### config.mk
export PLATFORM = sky130hd
export DESIGN_NAME = sdcd_decoder
export DESIGN_NICKNAME = d
export VERILOG_FILES = /design/src/sdcd_pkg.sv /design/src/sdcd_decoder.sv
export SDC_FILE = /design/constraint.sdc
export NUM_CORES = 1
export LEC_CHECK = 0
export BUFFER_PORTS_ARGS = -buffer_cell sky130_fd_sc_hd__clkbuf_2
export CAP_MARGIN = 20
export CORE_MARGIN = 10
export CORE_UTILIZATION = 56
export CTS_BUF_LIST = sky130_fd_sc_hd__clkbuf_4 sky130_fd_sc_hd__clkbuf_8
export DETAILED_ROUTE_END_ITERATION = 10
export PLACE_DENSITY = 0.82
export SYNTH_ARGS = -nofsm -noshare
export SYNTH_HDL_FRONTEND = slang
export SYNTH_SLANG_ARGS = --single-unit
### constraint.sdc
create_clock -name hclk -period 3.43 [get_ports hclk]
set_input_delay 0.686 -clock hclk [delete_from_list [all_inputs] [get_ports hclk]]
set_output_delay 0.686 -clock hclk [all_outputs]
set_load 0.05 [all_outputs]
### src/sdcd_pkg.sv
// Shared constants and types for the command and clock-enable decoder.
// Assumes a single 32-bit AHB-Lite master and a memory controller on the pins.
package sdcd_pkg;

  // Register byte offsets
  localparam logic [7:0] OFS_CTRL = 8'h00;
  localparam logic [7:0] OFS_STATUS = 8'h04;
  localparam logic [7:0] OFS_LAST = 8'h08;
  localparam logic [7:0] OFS_MODE0 = 8'h0C;

  // Control fields and reset values
  localparam int CTRL_EN_BIT = 0;
  localparam int CTRL_CLR_BIT = 1;
  localparam logic CTRL_EN_RST = 1'b1;

  // Address width, bank count and address bit positions
  localparam int ADDR_W = 16;
  localparam int BANKS = 8;
  localparam int AP_BIT = 10;
  localparam int BL_BIT = 12;

  // Mode register 0 burst length field
  localparam logic [1:0] BL_FIXED8 = 2'h0;
  localparam logic [1:0] BL_OTF = 2'h1;
  localparam logic [1:0] BL_FIXED4 = 2'h2;

  // Burst duration in memory clock rising edges
  localparam logic [2:0] BEATS_BL8 = 3'h4;
  localparam logic [2:0] BEATS_BC4 = 3'h2;

  typedef enum logic [3:0] {
    CMD_NONE, CMD_MODE_SET, CMD_REFRESH, CMD_SREF_IN, CMD_SREF_OUT,
    CMD_PRE_ONE, CMD_PRE_ALL, CMD_ACTIVATE, CMD_WRITE, CMD_READ,
    CMD_NOOP, CMD_DESEL, CMD_PDOWN_IN, CMD_PDOWN_OUT, CMD_CAL_LONG, CMD_CAL_SHORT
  } sdcd_cmd_t;

  typedef enum logic [1:0] {
    PS_RUN, PS_PD_ACT, PS_PD_PRE, PS_SREF
  } sdcd_pstate_t;

  typedef struct packed {
    logic cke;
    logic cs_n;
    logic ras_n;
    logic cas_n;
    logic we_n;
    logic odt;
    logic [2:0] ba;
    logic [ADDR_W-1:0] addr;
  } sdcd_pins_t;

  typedef struct packed {
    sdcd_cmd_t code;
    logic [2:0] ba;
    logic [ADDR_W-1:0] addr;
    logic auto_pre;
    logic bl8;
    logic cal_init;
  } sdcd_cmd_info_t;

endpackage : sdcd_pkg

### src/sdcd_decoder.sv
// Command decoder and clock-enable state logic with an AHB-Lite register slave.
// Assumes memory pins and memory clock are asynchronous to hclk and slower.
// Overview of operation
// - Commands decode from CS, RAS, CAS, WE, CKE and A10 at memory clock rise, except self-refresh exit.
// - On-die termination input never affects decode or clock-enable transitions.
// - All four strobes low with CKE high is mode set; bank picks register.
// - Activate opens row; precharge closes one or all banks; refresh decoded.
// - Read and write decoded with auto precharge; bursts always run to completion.
// - On-the-fly mode takes A12 as burst length, else fixed programmed length.
// - With CKE high at this and the previous rise, deselect and no-operation each report their own command code; neither changes state.
// - No-operation never cuts short a running operation.
// - Calibration decoded long or short by A10; first long uses initial window.
// - Refresh with CKE falling, no bank open and no burst enters self refresh; stays while CKE low.
// - Self refresh exits on CKE high with deselect or no-op, without clock edge.
// - CKE falling with deselect/no-op enters active or precharge power-down.
// - Idle means no bank open, no burst, CKE high.
// - Power-down does no refresh; exits when CKE rises with deselect or no-op.
// - Precharge to a closed bank is reported as precharge and changes no state.
`timescale 1ns/1ps
`default_nettype none
module sdcd_decoder (
  // Bus clock and reset
  input wire logic hclk,
  input wire logic hresetn,
  // AHB-Lite slave
  input wire logic hsel,
  input wire logic [7:0] haddr,
  input wire logic [1:0] htrans,
  input wire logic hwrite,
  input wire logic [2:0] hsize,
  input wire logic hready,
  input wire logic [31:0] hwdata,
  output logic [31:0] hrdata,
  output logic hreadyout,
  output logic hresp,
  // Memory pins
  input wire logic mem_ck,
  input wire logic mem_reset_n,
  input wire sdcd_pkg::sdcd_pins_t mem_pins,
  // Decoded command events
  output sdcd_pkg::sdcd_cmd_info_t cmd_info,
  output logic cmd_valid,
  output logic cmd_illegal
);

  // Two-flop synchronisers
  logic ck_s1;
  logic [1:0] ck_s2;
  sdcd_pkg::sdcd_pins_t pins_s1, pins_s2;
  logic rst_s1, rst_s2;
  always_ff @(posedge hclk or negedge hresetn) begin
    if (!hresetn) begin
      ck_s1 <= 1'b0;
      ck_s2 <= 2'h0;
      pins_s1 <= '0;
      pins_s2 <= '0;
      rst_s1 <= 1'b0;
      rst_s2 <= 1'b0;
    end else begin
      ck_s1 <= mem_ck;
      ck_s2 <= {ck_s2[0], ck_s1};
      pins_s1 <= mem_pins;
      pins_s2 <= pins_s1;
      rst_s1 <= mem_reset_n;
      rst_s2 <= rst_s1;
    end
  end

  logic ck_rise;
  sdcd_pkg::sdcd_pins_t p;
  logic desnop;
  logic [2:0] rcw;
  assign ck_rise = ck_s2[0] & ~ck_s2[1];
  assign p = pins_s2;
  assign rcw = {p.ras_n, p.cas_n, p.we_n};
  assign desnop = p.cs_n | (rcw == 3'h7);

  // Decoder state
  sdcd_pkg::sdcd_pstate_t ps, next_ps;
  localparam int BANKS_W = sdcd_pkg::BANKS;
  logic [BANKS_W-1:0] bank_open, next_bank_open;
  logic [2:0] burst_cnt, next_burst_cnt;
  logic ap_pend, next_ap_pend;
  logic [2:0] ap_bank, next_ap_bank;
  logic cke_prev, next_cke_prev;
  logic [sdcd_pkg::ADDR_W-1:0] mode0, next_mode0;
  logic cal_done, next_cal_done;
  sdcd_pkg::sdcd_cmd_info_t next_cmd_info;
  logic next_cmd_valid, next_cmd_illegal;
  logic ctrl_en, next_ctrl_en;
  logic ill_sticky, next_ill_sticky;
  logic idle;
  logic bad;
  sdcd_pkg::sdcd_cmd_t code;

  assign idle = (bank_open == '0) && (burst_cnt == 3'h0) && p.cke;

  // Odt is carried in the pin group but never read here
  always_comb begin
    next_ps = ps;
    next_bank_open = bank_open;
    next_burst_cnt = burst_cnt;
    next_ap_pend = ap_pend;
    next_ap_bank = ap_bank;
    next_cke_prev = cke_prev;
    next_mode0 = mode0;
    next_cal_done = cal_done;
    code = sdcd_pkg::CMD_NONE;
    bad = 1'b0;
    if (ck_rise) begin
      next_cke_prev = p.cke;
      if (burst_cnt != 3'h0) begin
        next_burst_cnt = burst_cnt - 3'h1;
        if (burst_cnt == 3'h1 && ap_pend) begin
          next_bank_open[ap_bank] = 1'b0;
          next_ap_pend = 1'b0;
        end
      end
    end
    if (ps == sdcd_pkg::PS_SREF) begin
      if (p.cke && desnop) begin
        next_ps = sdcd_pkg::PS_RUN;
        code = sdcd_pkg::CMD_SREF_OUT;
      end else if (p.cke && ck_rise) begin
        bad = 1'b1;
      end
    end else if (ck_rise && ctrl_en) begin
      unique case (ps)
        sdcd_pkg::PS_PD_ACT, sdcd_pkg::PS_PD_PRE: begin
          if (p.cke) begin
            if (desnop) begin
              next_ps = sdcd_pkg::PS_RUN;
              code = sdcd_pkg::CMD_PDOWN_OUT;
            end else begin
              bad = 1'b1;
            end
          end
        end
        sdcd_pkg::PS_RUN: begin
          if (cke_prev && !p.cke) begin
            if (desnop) begin
              next_ps = (bank_open != '0 || burst_cnt != 3'h0) ?
                sdcd_pkg::PS_PD_ACT : sdcd_pkg::PS_PD_PRE;
              code = sdcd_pkg::CMD_PDOWN_IN;
            end else if (rcw == 3'h1 && bank_open == '0 && burst_cnt == 3'h0) begin
              next_ps = sdcd_pkg::PS_SREF;
              code = sdcd_pkg::CMD_SREF_IN;
            end else begin
              bad = 1'b1;
            end
          end else if (!cke_prev || !p.cke) begin
            bad = !desnop;
          end else if (p.cs_n) begin
            code = sdcd_pkg::CMD_DESEL;
          end else begin
            unique case (rcw)
              3'h0: begin
                if (idle) begin
                  code = sdcd_pkg::CMD_MODE_SET;
                  if (p.ba == 3'h0) begin
                    next_mode0 = p.addr;
                  end
                end else begin
                  bad = 1'b1;
                end
              end
              3'h1: begin
                if (idle) begin
                  code = sdcd_pkg::CMD_REFRESH;
                end else begin
                  bad = 1'b1;
                end
              end
              3'h2: begin
                if (p.addr[sdcd_pkg::AP_BIT]) begin
                  code = sdcd_pkg::CMD_PRE_ALL;
                  next_bank_open = '0;
                end else begin
                  code = sdcd_pkg::CMD_PRE_ONE;
                  next_bank_open[p.ba] = 1'b0;
                end
              end
              3'h3: begin
                if (bank_open[p.ba]) begin
                  bad = 1'b1;
                end else begin
                  code = sdcd_pkg::CMD_ACTIVATE;
                  next_bank_open[p.ba] = 1'b1;
                end
              end
              3'h4, 3'h5: begin
                if (!bank_open[p.ba] || burst_cnt != 3'h0) begin
                  bad = 1'b1;
                end else begin
                  code = rcw[0] ? sdcd_pkg::CMD_READ : sdcd_pkg::CMD_WRITE;
                  next_burst_cnt = burst_bl8(mode0[1:0], p.addr[sdcd_pkg::BL_BIT]) ?
                    sdcd_pkg::BEATS_BL8 : sdcd_pkg::BEATS_BC4;
                  next_ap_pend = p.addr[sdcd_pkg::AP_BIT];
                  next_ap_bank = p.ba;
                end
              end
              3'h6: begin
                if (p.addr[sdcd_pkg::AP_BIT]) begin
                  code = sdcd_pkg::CMD_CAL_LONG;
                  next_cal_done = 1'b1;
                end else begin
                  code = sdcd_pkg::CMD_CAL_SHORT;
                end
              end
              3'h7: code = sdcd_pkg::CMD_NOOP;
            endcase
          end
        end
        default: bad = 1'b1;
      endcase
    end
  end

  function automatic logic burst_bl8(input logic [1:0] field, input logic a12);
    burst_bl8 = (field == sdcd_pkg::BL_OTF) ? a12 : (field != sdcd_pkg::BL_FIXED4);
  endfunction : burst_bl8

  always_comb begin
    next_cmd_valid = (code != sdcd_pkg::CMD_NONE);
    next_cmd_illegal = bad;
    next_cmd_info = cmd_info;
    if (code != sdcd_pkg::CMD_NONE) begin
      next_cmd_info.code = code;
      next_cmd_info.ba = p.ba;
      next_cmd_info.addr = p.addr;
      next_cmd_info.auto_pre = p.addr[sdcd_pkg::AP_BIT];
      next_cmd_info.bl8 = burst_bl8(mode0[1:0], p.addr[sdcd_pkg::BL_BIT]);
      next_cmd_info.cal_init = (code == sdcd_pkg::CMD_CAL_LONG) && !cal_done;
    end
  end

  // Memory reset clears the decoder synchronously after the synchroniser
  always_ff @(posedge hclk or negedge hresetn) begin
    if (!hresetn) begin
      ps <= sdcd_pkg::PS_RUN;
      bank_open <= '0;
      burst_cnt <= 3'h0;
      ap_pend <= 1'b0;
      ap_bank <= 3'h0;
      cke_prev <= 1'b0;
      mode0 <= '0;
      cal_done <= 1'b0;
      cmd_info <= '0;
      cmd_valid <= 1'b0;
      cmd_illegal <= 1'b0;
    end else if (!rst_s2) begin
      ps <= sdcd_pkg::PS_RUN;
      bank_open <= '0;
      burst_cnt <= 3'h0;
      ap_pend <= 1'b0;
      ap_bank <= 3'h0;
      cke_prev <= 1'b0;
      mode0 <= '0;
      cal_done <= 1'b0;
      cmd_info <= '0;
      cmd_valid <= 1'b0;
      cmd_illegal <= 1'b0;
    end else begin
      ps <= next_ps;
      bank_open <= next_bank_open;
      burst_cnt <= next_burst_cnt;
      ap_pend <= next_ap_pend;
      ap_bank <= next_ap_bank;
      cke_prev <= next_cke_prev;
      mode0 <= next_mode0;
      cal_done <= next_cal_done;
      cmd_info <= next_cmd_info;
      cmd_valid <= next_cmd_valid;
      cmd_illegal <= next_cmd_illegal;
    end
  end

  // AHB-Lite slave, zero wait states
  logic ap_rd, ap_wr, next_ap_wr;
  logic [7:0] wr_addr, next_wr_addr;
  logic [31:0] next_hrdata;
  assign ap_rd = hsel && hready && htrans[1] && !hwrite;
  assign hreadyout = 1'b1;
  assign hresp = 1'b0;

  always_comb begin
    next_ap_wr = hsel && hready && htrans[1] && hwrite;
    next_wr_addr = next_ap_wr ? haddr : wr_addr;
    next_ctrl_en = ctrl_en;
    next_ill_sticky = ill_sticky;
    if (ap_wr && wr_addr == sdcd_pkg::OFS_CTRL) begin
      next_ctrl_en = hwdata[sdcd_pkg::CTRL_EN_BIT];
      if (hwdata[sdcd_pkg::CTRL_CLR_BIT]) begin
        next_ill_sticky = 1'b0;
      end
    end
    if (cmd_illegal) begin
      next_ill_sticky = 1'b1;
    end
    next_hrdata = 32'h0;
    if (ap_rd) begin
      unique case (haddr)
        sdcd_pkg::OFS_CTRL: next_hrdata = {31'h0, ctrl_en};
        sdcd_pkg::OFS_STATUS: next_hrdata = {16'h0, 3'h0, cal_done, ill_sticky, idle,
          ps, bank_open};
        sdcd_pkg::OFS_LAST: next_hrdata = {8'h0, cmd_info.code, 1'b0, cmd_info.ba,
          cmd_info.addr};
        sdcd_pkg::OFS_MODE0: next_hrdata = {16'h0, mode0};
        default: next_hrdata = 32'h0;
      endcase
    end
  end

  always_ff @(posedge hclk or negedge hresetn) begin
    if (!hresetn) begin
      ap_wr <= 1'b0;
      wr_addr <= 8'h00;
      ctrl_en <= sdcd_pkg::CTRL_EN_RST;
      ill_sticky <= 1'b0;
      hrdata <= 32'h0;
    end else begin
      ap_wr <= next_ap_wr;
      wr_addr <= next_wr_addr;
      ctrl_en <= next_ctrl_en;
      ill_sticky <= next_ill_sticky;
      hrdata <= next_hrdata;
    end
  end
endmodule : sdcd_decoder
`default_nettype wire

=== Word level (Yosys, flattened, before mapping) ===
Index checks and enable logic that the tools add are counted.

* Register bits after elaboration: 159
* Bits of input ports: 77
* Output and inout port bits: 62
* Word-level logic and storage cells: 266

* Add/sub/neg operators: 1
* $lt $le $gt $ge: 4
* Equality and inequality tests: 39
* Multiplexer cells: 129
* Bitwise gates (word level): 8
* Reduce and logical (&&, ||, !) cells: 46

{| class="wikitable"
|+ Operators with widths
! kind !! count
|-
| 16-bit two-way mux || 10
|-
| 8-bit two-way mux || 12
|-
| 24-bit case mux with 4 select lines || 1
|-
| 3-bit two-way mux || 23
|-
| 26-bit two-way mux || 2
|-
| 1-bit two-way mux || 49
|-
| 4-bit two-way mux || 9
|-
| 4-bit case mux with 7 select lines || 1
|-
| 2-bit two-way mux || 13
|-
| 8-bit logical NOT || 3
|-
| 24-bit two-way mux || 1
|-
| 2-bit by 1-bit != test with 1-bit output (second input constant) || 9
|-
| 1-bit logical AND || 17
|-
| 8-bit bitwise AND || 2
|-
| 8-bit by 4-bit == test with 1-bit output (second input constant) || 2
|-
| 8-bit inverter || 2
|-
| 8-bit case mux with 2 select lines || 1
|-
| 8-bit AND reduction || 2
|-
| 2-bit != test (second input constant) || 7
|-
| 3-bit == test (second input constant) || 4
|-
| 4-bit != test (second input constant) || 3
|-
| 3-bit logical NOT || 3
|-
| 9-bit AND reduction || 1
|-
| 8-bit by 3-bit == test with 1-bit output (second input constant) || 1
|-
| other kinds (32) || 49
|}

=== Logic depth before layout (Yosys ltp) ===
Gate-level depths: netlist (run 1).

* Word-level depth: 19
* Gate-level depth with buffers: 11
* Depth with buffers taken out: 8

=== Worst setup path before layout (run 1) ===
OpenSTA, ideal clock, no wires.

* Path type: reg2reg
* From: register ps[0]
* To: register mode0[14] in the netlist's numbering
* Library setup time: 78 ps
* Arrival time: 2312 ps
* Data required time: 3352 ps
* Setup slack: 1040 ps
* Cell stages (with the launch flop): 11
* Buffers on the path: 3
* Period minus slack after synthesis: 2390 ps
* Path through: dfrtp_1 > ha_1 > nor4bb_1 > buf_6 > nand3_1 > nor2_1 > and4_1 > clkbuf_1 > clkbuf_1 > nand2_1 > a21oi_1

* Longest elaborated chain between the ends: 3
* Elaborated cells on any way between the ends: 5
* Classes of those cells: eq/ne (3); reduce/logical (2)

{| class="wikitable"
|+ RTL lines
! element !! RTL line !! RTL
|-
| start, declared || sdcd_decoder.sv:79 || <nowiki>sdcd_pkg::sdcd_pstate_t ps, next_ps;</nowiki>
|-
| start signal, assigned || sdcd_decoder.sv:240 || <nowiki>ps <= sdcd_pkg::PS_RUN;</nowiki>
|-
| start signal, assigned || sdcd_decoder.sv:252 || <nowiki>ps <= sdcd_pkg::PS_RUN;</nowiki>
|-
| start signal, assigned || sdcd_decoder.sv:264 || <nowiki>ps <= next_ps;</nowiki>
|-
| 2-bit == test / 2-bit logical NOT (equally long branches) || sdcd_decoder.sv:120, sdcd_decoder.sv:128 ||
|-
| 2-bit != test (no line) / 2-bit by 1-bit != test with 1-bit output (equally long branches) || - ||
|-
| 9-bit AND reduction (no line) * || - ||
|-
| end signal, assigned || sdcd_decoder.sv:270 || <nowiki>mode0 <= next_mode0;</nowiki>
|-
| end, declared || sdcd_decoder.sv:86 || <nowiki>logic [sdcd_pkg::ADDR_W-1:0] mode0, next_mode0;</nowiki>
|}

Mark *: on every way between the ends. The rest lies on a longest branch, timed or not.
A chain may end at the register's enable or synchronous reset.

=== Final worst setup path (run 1) ===
* From: register bank_open[1]
* To: register cmd_info[10] in the netlist's numbering

* Longest elaborated chain between the ends: 14
* Elaborated cells on any way between the ends: 24
* Classes of those cells: eq/ne (1); mux (15); reduce/logical (8)

{| class="wikitable"
|+ RTL lines
! element !! RTL line !! RTL
|-
| start, declared || sdcd_decoder.sv:81 || <nowiki>logic [BANKS_W-1:0] bank_open, next_bank_open;</nowiki>
|-
| start signal, assigned || sdcd_decoder.sv:265 || <nowiki>bank_open <= next_bank_open;</nowiki>
|-
| 1-bit binary-select mux with 3-bit select || sdcd_decoder.sv:184, sdcd_decoder.sv:192 ||
|-
| 1-bit two-way mux (not written as such) || sdcd_decoder.sv:184, sdcd_decoder.sv:192 ||
|-
| 1-bit logical NOT || sdcd_decoder.sv:192 || <nowiki>if (!bank_open[p.ba] || burst_cnt != 3'h0) begin</nowiki>
|-
| 1-bit logical OR || sdcd_decoder.sv:192 ||
|-
| 4-bit two-way mux || sdcd_decoder.sv:192 ||
|-
| 4-bit case mux with 7 select lines || sdcd_decoder.sv:156 || <nowiki>unique case (rcw)</nowiki>
|-
| 4-bit two-way mux || sdcd_decoder.sv:153 || <nowiki>end else if (p.cs_n) begin</nowiki>
|-
| 4-bit two-way mux || sdcd_decoder.sv:151 || <nowiki>end else if (!cke_prev || !p.cke) begin</nowiki>
|-
| 4-bit two-way mux * || sdcd_decoder.sv:140 || <nowiki>if (cke_prev && !p.cke) begin</nowiki>
|-
| 4-bit case mux with 2 select lines * || sdcd_decoder.sv:128 || <nowiki>unique case (ps)</nowiki>
|-
| 4-bit two-way mux * || sdcd_decoder.sv:127 || <nowiki>end else if (ck_rise && ctrl_en) begin</nowiki>
|-
| 4-bit two-way mux * || sdcd_decoder.sv:120 || <nowiki>if (ps == sdcd_pkg::PS_SREF) begin</nowiki>
|-
| 4-bit nonzero test * || sdcd_decoder.sv:227 || <nowiki>if (code != sdcd_pkg::CMD_NONE) begin</nowiki>
|-
| 2-bit by 1-bit != test with 1-bit output (no line) * || - ||
|-
| end signal, assigned || sdcd_decoder.sv:272 || <nowiki>cmd_info <= next_cmd_info;</nowiki>
|-
| end, declared || sdcd_decoder.sv:41 || <nowiki>output sdcd_pkg::sdcd_cmd_info_t cmd_info,</nowiki>
|}

Mark *: on every way between the ends. The rest lies on a longest branch, timed or not. The select of a mux whose other input is x is not followed.

==> results.ini, run 1 <==
[placed_design]
pre_cts_ws_ns=0.578
dp_cells=812
port_buffers=92
place_hpwl_mm=10.3
place_congestion=0.910

[route]
avgViaCountPerCell=5.70
num_vias=4811
drcViolationCount=0
drtPass1Iterations=5
wirelength_mm=14.7
wl_per_cell_um=17.5
drtAntennaViolNets=0
drt-initial-drc-count=526

[finish]
register_area_mm2=0.00373
multi_input_area_mm2=0.00239
antenna_cells=0
instances_no_fill=844
fin_nets=770
postLayoutCoreUtil=0.642
area_growth_pct=13.1
drive_gt1_frac=0.231
fill_cells=914

[synth]
async_flop_share=1.00
yosysWarnings=0
synth_ff_type=dfrtp_1
ys_types=68
syn_avg_cell_area_um2=10.7
syn_area_mm2=0.00642
ys_ff_latch=149
synth_edf_count=0
seq_area_frac_synth=0.581
netlist_instances=602

[sta]
fmax_ghz=0.337
tns_ns=0
setup_viol=0
fin_crit_ns=2.97
rsz0062_at_grt=false
hold_viol=0
max_slew_margin=0.393
fin_worst_skew_ns=0.0143
fin_ws_ns=0.461
fin_crit_sh=0.866
finalMaxSlewViolations=0
tightest_slew_ns=0.908

[outcome]
status=complete, no violations

[setup_path]
crit_start=bank_open[1]$_DFF_PN0_
cp-end-kind=register
endpoint=cmd_info[10]$_DFFE_PN0P_
critPathLaunchType=register
path_cells=nor4_1 > nand4_1 > o311ai_0 > a211oi_2 > o211a_2 > buf_4 > mux2i_1
crit_fanout=21
reg2reg_from=bank_open[1]$_DFF_PN0_
critPathSlowestCell=nor4_1
required_ns=3.79
critPathArrivalTime_ns=3.33
worstSetupPathType=register to register
r2r_end=cmd_info[10]$_DFFE_PN0P_
reg2regPathDepth=7
r2r_setup_slack_ns=0.46
max_stage_delay_ns=0.66

[cts]
htree_levels=4
clkTransAtPathRegs_ns=0.08
cts_setup_buffers=0
clock_latency_ns=0.45
cts_buffers=17
cts_resized=0
cts_tree=built
cts_sinks=149
clock-root-buffer=clkbuf_8
clk_path_buf_depth=2
cts_hold_buf=0

[pwr]
ir_worst_vdd_v=0.000346
power_mw=3.44
p_per_area_mw_per_mm2=473
p_leak_nw=3.50

[global_route]
grt_pass1_wl_mm=24.6
overflow=0
grt_start_max_net_pins=74
grt.total_usage=0.187
grt_pass1_vias=4920
antenna_found_initial=0

[die]
start_util=0.568
pin_count=139
core_mm2=0.0113
die_width_um=127
die_area_mm2=0.0162
die-height_um=127
floorplan.rows=39

[worst_hold_path]
hp-class=primary input to async pin

[run]
maxCapViolCount=0

final cells by class:
cell class	count	share of cell area
Timing Repair Buffer	103	0.0773
Clock buffer	22	0.0408
Tap cell	143	0.0246
Sequential cell	149	0.513
Clock inverter	10	0.00947
Multi-Input combinational cell	406	0.329
Inverter	11	0.00568
routing by layer:
layer	share of wire	global-route usage	vias up	wire, um
met4	0.021	0.0898	0	314
met3	0.081	0.0542	25	1200
met5	0	0	-	0
li1	-	-	2231	-
met1	0.42	0.233	2337	6160
met2	0.48	0.292	218	7060
worst min-delay path by stage:
stage,start,end,slack [ns],cells past startpoint
after CTS,hresetn,mode0[13]$_DFFE_PN0P_,0.25,1
final,hresetn,cmd_info[16]$_DFFE_PN0P_,0.23,1
after detailed placement,pins_s1[12]$_DFF_PN0_,p[12]$_DFF_PN0_,0.34,0
after global placement,pins_s1[3]$_DFF_PN0_,p[3]$_DFF_PN0_,0.33,0
after global routing,hresetn,cmd_info[16]$_DFFE_PN0P_,0.26,1
after floorplan,ck_s1$_DFF_PN0_,ck_s2[0]$_DFF_PN0_,0.33,0
kinds of logic after synthesis:
kind of cell    after synthesis  share of synthesized area
other cells                   2                    0.00117
xor+xnor                      1                    0.00136
compound gates              113                      0.110
simple gates                231                      0.166
buf+inv                      56                     0.0526
fa+ha+maj                     5                    0.00974
mux                          45                     0.0779
flops                       149                      0.581
placed cells by master (no fill, tap or decap), types with 9 or more instances in the layout:
cell / n
a22oi_1: 12
clkbuf_8: 21
nand2_1: 125
and2_1: 10
mux2_2: 10
nand3_1: 10
o21ai_0: 24
buf_4: 10
clkbuf_2: 91
a21oi_1: 40
dfrtp_1: 148
nor3_1: 9
conb_1: 11
mux2i_1: 31
inv_1: 9
nor2b_1: 9
nor2_1: 32
power by group:
group	internal [mW]	switching [mW]	total (mW)
registers	1.83	0.0633	1.89
clock network	0.586	0.649	1.24
logic	0.0932	0.217	0.310
total	2.51	0.930	3.44
per-stage QoR:
stage	instance area, um2	hold WS (ns)
floorplan	6460	0.331
global placement	6900	0.331
detailed placement	6900	0.336
CTS	7270	0.248
global route	7270	0.264
finish	7270	0.235
worst max-delay path, delay by kind of cell (launching register included):
kind,cells,cell delay [ns]
DFF,1,0.43
muxes,1,0.23
buffers and inverters,1,0.24
and+or+nand+nor,2,1.01
AOI/OAI and AO/OA,3,0.96
sequential cells by signal (all words and copies together), names as in the netlist:
signal and flops:
cmd_illegal 1, rst_s2 1, ps 2, hrdata 23, ck_s2 2, ctrl_en 1, ap_pend 1, cmd_valid 1
p 24, pins_s1 24, cke_prev 1, ap_bank 3, cal_done 1, rst_s1 1, cmd_info 25, ap_wr 1
bank_open 8, ck_s1 1, wr_addr 8, ill_sticky 1, mode0 16, burst_cnt 3
synth_stat cells (10+ instances only):
| cell type | instances | area [um2] |
|---|---|---|
| dfrtp_1 | 148 | 3700 |
| nand2_1 | 125 | 469 |
| a21oi_1 | 40 | 200 |
| nor2_1 | 32 | 120 |
| mux2i_1 | 31 | 310 |
| o21ai_0 | 24 | 120 |
| clkbuf_1 | 23 | 86.3 |
| buf_4 | 13 | 97.6 |
| a22oi_1 | 12 | 90.1 |
| and2_1 | 10 | 62.6 |
| mux2_2 | 10 | 113 |
| nand3_1 | 10 | 50.1 |
(Power assumes the default switching activity.)
==> run 2: changes to the inputs <==
- CORE_UTILIZATION: 56 -> 35
- PLACE_DENSITY: 0.82 -> not set
- REMOVE_ABC_BUFFERS: not set -> 1
- SLEW_MARGIN: not set -> 20
==> run 2 against run 1 <==
Against the previous run:
- utilization is 23 points lower
- final area is 1.6% higher
- setup slack better by 0.051 ns
- clock skew is 0.0047 ns lower
- critical path type unchanged
- largest cell class unchanged
- largest power group unchanged
==> results.ini, run 2 (same netlist as run 1, synthesis figures left out) <==
[setup_path]
cp-end-kind=register
worstSetupPathType=register to register
required_ns=3.80
max_stage_delay_ns=0.66
path_cells=mux4_1 > mux2i_2 > o31ai_1 > a211oi_2 > o211a_2 > buf_12 > mux2i_1
critPathLaunchType=register
crit_fanout=21
critPathArrivalTime_ns=3.29
critPathSlowestCell=mux4_1

[global_route]
grt_start_max_net_pins=58
antenna_found_initial=0
overflow=0
grt.total_usage=0.134
grt_pass1_wl_mm=25.7
grt_pass1_vias=4758

[route]
drt-initial-drc-count=282
drtPass1Iterations=5
wl_per_cell_um=17.0
num_vias=4682
drcViolationCount=0
wirelength_mm=15.9
avgViaCountPerCell=5.03
drtAntennaViolNets=0

[placed_design]
dp_cells=898
place_hpwl_mm=11.2
port_buffers=92
place_congestion=0.875

[die]
floorplan.rows=49
die_area_mm2=0.0242
die-height_um=155
core_mm2=0.0180
die_width_um=155
pin_count=139
start_util=0.356

[outcome]
status=complete, no violations

[finish]
antenna_cells=0
instances_no_fill=930
fill_cells=1768
drive_gt1_frac=0.233
mostFrequentLayoutCells=dfrtp_1 (147), nand2_1 (125), clkbuf_2 (91), a21oi_1 (40), nor2_1 (32)
layout_commonest_cell=dfrtp_1
fin_nets=770
largest_reg_flops=25
top_register=cmd_info
area_growth_pct=15.0

[sta]
max_slew_margin=0.324
tns_ns=0
hold_viol=0
setup_viol=0
fin_crit_ns=2.92
fin_crit_sh=0.851
rsz0062_at_grt=false
fmax_ghz=0.343
fin_worst_skew_ns=0.00969
finalMaxSlewViolations=0
tightest_slew_ns=1.01

[cts]
cts_hold_buf=0
cts_setup_buffers=0
clk_path_buf_depth=2
cts_resized=0
cts_tree=built
clock_latency_ns=0.45
cts_buffers=17
clkTransAtPathRegs_ns=0.09
clock-root-buffer=clkbuf_8
cts_sinks=149
htree_levels=4

[pwr]
p_leak_nw=3.50
power_mw=3.44
p_per_area_mw_per_mm2=466
ir_worst_vdd_v=0.000264

[worst_hold_path]
hp-class=primary input to async pin

[run]
maxCapViolCount=0

-- run 2: report_power, final --
group	internal [mW]	total [mW]	switching (mW)
combinational	0.0950	0.312	0.217
sequential	1.83	1.89	0.0655
clock	0.527	1.24	0.711
-- run 2: path summary, 6_finish.rpt --
path	start	endpoint	slack, ns	depth (start not counted)
worst min register to register	pins_s1[7]$_DFF_PN0_	p[7]$_DFF_PN0_	0.35	0
worst max-delay path	p[16]$_DFF_PN0_	cmd_info[9]$_DFFE_PN0P_	0.51	7
worst max register to register	p[16]$_DFF_PN0_	cmd_info[9]$_DFFE_PN0P_	0.51	7
max in group asynchronous	hresetn	hrdata[23]$_DFF_PN0_	2.50	2
min in group hclk	mem_pins[14]	pins_s1[14]$_DFF_PN0_	0.33	1
worst min-delay path	hresetn	p[7]$_DFF_PN0_	0.19	1
-- run 2: per-layer routing --
layer / wire, um / vias up / GRT usage
li1: - / 2217 / -
met4: 240 / 0 / 0.0397
met5: 0 / - / 0
met1: 6950 / 2311 / 0.167
met3: 1040 / 18 / 0.0485
met2: 7630 / 136 / 0.211
-- run 2: final cells by class --
cell class | count | area, um2 | area share
sequential | 149 | 3730 | 0.505
multi-input combinational | 406 | 2390 | 0.324
timing repair buffer | 103 | 574 | 0.0777
tap | 229 | 287 | 0.0388
clock buffer | 18 | 241 | 0.0327
clock inverter | 14 | 121 | 0.0164
inverter | 11 | 41.3 | 0.00559
-- run 2: critical path: cells and delay by family, from the launching register on --
kind / cells / cell delay, ns
mux: 3 / 1.19
compound gates: 3 / 0.78
flops: 1 / 0.65
buf+inv: 1 / 0.21
-- run 2: stage by stage --
stage / worst slack, ns / hold slack, ns / area [um2] / utilization
floorplan: 0.641 / 0.331 / 6160 / -
global placement: 0.570 / 0.332 / 7020 / 0.390
finish: 0.512 / 0.194 / 7390 / 0.410
detailed placement: 0.526 / 0.335 / 7020 / 0.390
global route: 0.370 / 0.200 / 7390 / 0.410
CTS: 0.513 / 0.192 / 7390 / 0.410
==> run 3: changes to the inputs <==
- clock period: 3.43 -> 2.5 ns (I/O delays scaled with it)
==> run 3 against run 2 <==
Against the previous run:
- fmax is 19% higher
- final area increased by 4.3%
- final cell count rose by 3.0%
- clock power up 47%
- sequential power is 37% higher
- first-iteration DRC count increased by 21%
- clock-buffer cell count up 3
- hold slack got worse by 0.043 ns
- sequential share of layout area shrank 2.0 points
- power grew 42%
- wire length up 2.4%
==> results.ini, run 3 (same netlist as run 1, synthesis figures left out) <==
[die]
die_area_mm2=0.0242
start_util=0.356
pin_count=139
die_width_um=155
floorplan.rows=49
core_mm2=0.0180
die-height_um=155

[route]
num_vias=4796
drt-initial-drc-count=341
avgViaCountPerCell=5.01
drtAntennaViolNets=0
wirelength_mm=16.2
wl_per_cell_um=16.9
drcViolationCount=0
drtPass1Iterations=5

[sta]
tns_ns=0
fmax_ghz=0.408
max_slew_margin=0.623
fin_crit_sh=0.979
fin_worst_skew_ns=0.00964
fin_ws_ns=0.0518
finalMaxSlewViolations=0
hold_viol=0
fin_crit_ns=2.45
tightest_slew_ns=0.560
setup_viol=0

[setup_path]
critical-path-top-delay-family=multiplexers
cp-end-kind=register
crit_fanout=10
path_cells=mux4_2 > mux2_4 > nor3_4 > buf_4 > a211oi_2 > o211a_4 > clkbuf_16 > mux2i_1
critPathSlowestCell=mux4_2
max_stage_delay_ns=0.55
worstSetupPathType=register to register
cp_num_buf_inv=2
required_ns=2.84
critPathArrivalTime_ns=2.78
critPathLaunchType=register

[cts]
clock-root-buffer=clkbuf_8
clkTransAtPathRegs_ns=0.08
clk_path_buf_depth=2
cts_buffers=17
cts_sinks=149
htree_levels=4
clock_latency_ns=0.45
cts_tree=built

[finish]
antenna_cells=0
area_growth_pct=19.9
fin_nets=798
drive_gt1_frac=0.272
layout_commonest_cell=dfrtp_1
top_register=cmd_info
instances_no_fill=958
design_area_mm2=0.00770
mostFrequentLayoutCells=dfrtp_1 (145), nand2_1 (125), clkbuf_2 (91), a21oi_1 (40), buf_4 (34)
largest_reg_flops=25

[global_route]
grt_pass1_vias=5004
grt.total_usage=0.134
grt_start_max_net_pins=53
overflow=0
antenna_found_initial=0
grt_pass1_wl_mm=26.0

[run]
maxCapViolCount=0

[placed_design]
place_area_mm2=0.00718
pre_cts_ws_ns=-0.103
place_hpwl_mm=11.4
dp_cells=917
port_buffers=92
place_congestion=0.925

[outcome]
status=complete, no violations

[pwr]
p_leak_nw=3.65
ir_worst_vdd_v=0.000501
power_mw=4.89
p_per_area_mw_per_mm2=635

[worst_hold_path]
hp-class=primary input to register

## run 3: changes by cell type in the layout (fill, tap and decap cells not counted), sizes merged
cell / delta
buf: +26
bufinv: +2
clkbuf: +4
clkinv: -3
clkinvlp: +2
dlygate4sd3: +1
inv: -4
## run 3: through the flow
step	util	hold WS, ns
after CTS	0.421	0.114
after detailed placement	0.398	0.335
after global routing	0.427	0.108
after global placement	0.398	0.335
final	0.427	0.151
after floorplan	-	0.204
## run 3: area by class of cell
cell class | count | area (um2)
tap | 229 | 287
clock inverter | 11 | 129
inverter | 11 | 41.3
multi-input combinational | 406 | 2430
timing repair buffer | 131 | 817
sequential | 149 | 3730
fill | 1752 | 10300
clock buffer | 21 | 264
## run 3: worst paths after layout
kind / start / slack [ns] / depth (start not counted) / to
hold reg to reg: pins_s1[21]$_DFF_PN0_ / 0.35 / 0 / p[21]$_DFF_PN0_
hold / removal: mem_ck / 0.15 / 1 / ck_s1$_DFF_PN0_
max in group asynchronous: hresetn / 1.22 / 3 / mode0[15]$_DFFE_PN0P_
setup reg to reg: p[16]$_DFF_PN0_ / 0.05 / 8 / cmd_info[9]$_DFFE_PN0P_
setup / recovery: p[16]$_DFF_PN0_ / 0.05 / 8 / cmd_info[9]$_DFFE_PN0P_
min in group asynchronous: hresetn / 0.51 / 2 / pins_s1[3]$_DFF_PN0_
## run 3: repair_timing
action                                  in CTS  in global routing
cloned                                       0                  1
gates resized for setup                      3                  9
buffers inserted                             0                  7
hold endpoints to repair                    34                  0
endpoints found under the setup margin      21                 29
hold buffers                                 1                  0
pin swaps                                    0                  5
## run 3: per-layer routing
metal / GRT usage / routed length [um] / part of all wire / up-vias
met5: 0 / 0 / 0 / -
met1: 0.157 / 6850 / 0.42 / 2324
met3: 0.0447 / 1120 / 0.069 / 20
met4: 0.0499 / 274 / 0.017 / 0
li1: - / - / - / 2280
met2: 0.222 / 7990 / 0.49 / 172
## run 3: where the power goes
part | switching (mW) | leakage [nW] | internal [mW]
sequential | 0.0757 | 1.93 | 2.51
clock | 0.892 | 0.186 | 0.933
combinational | 0.324 | 1.54 | 0.153
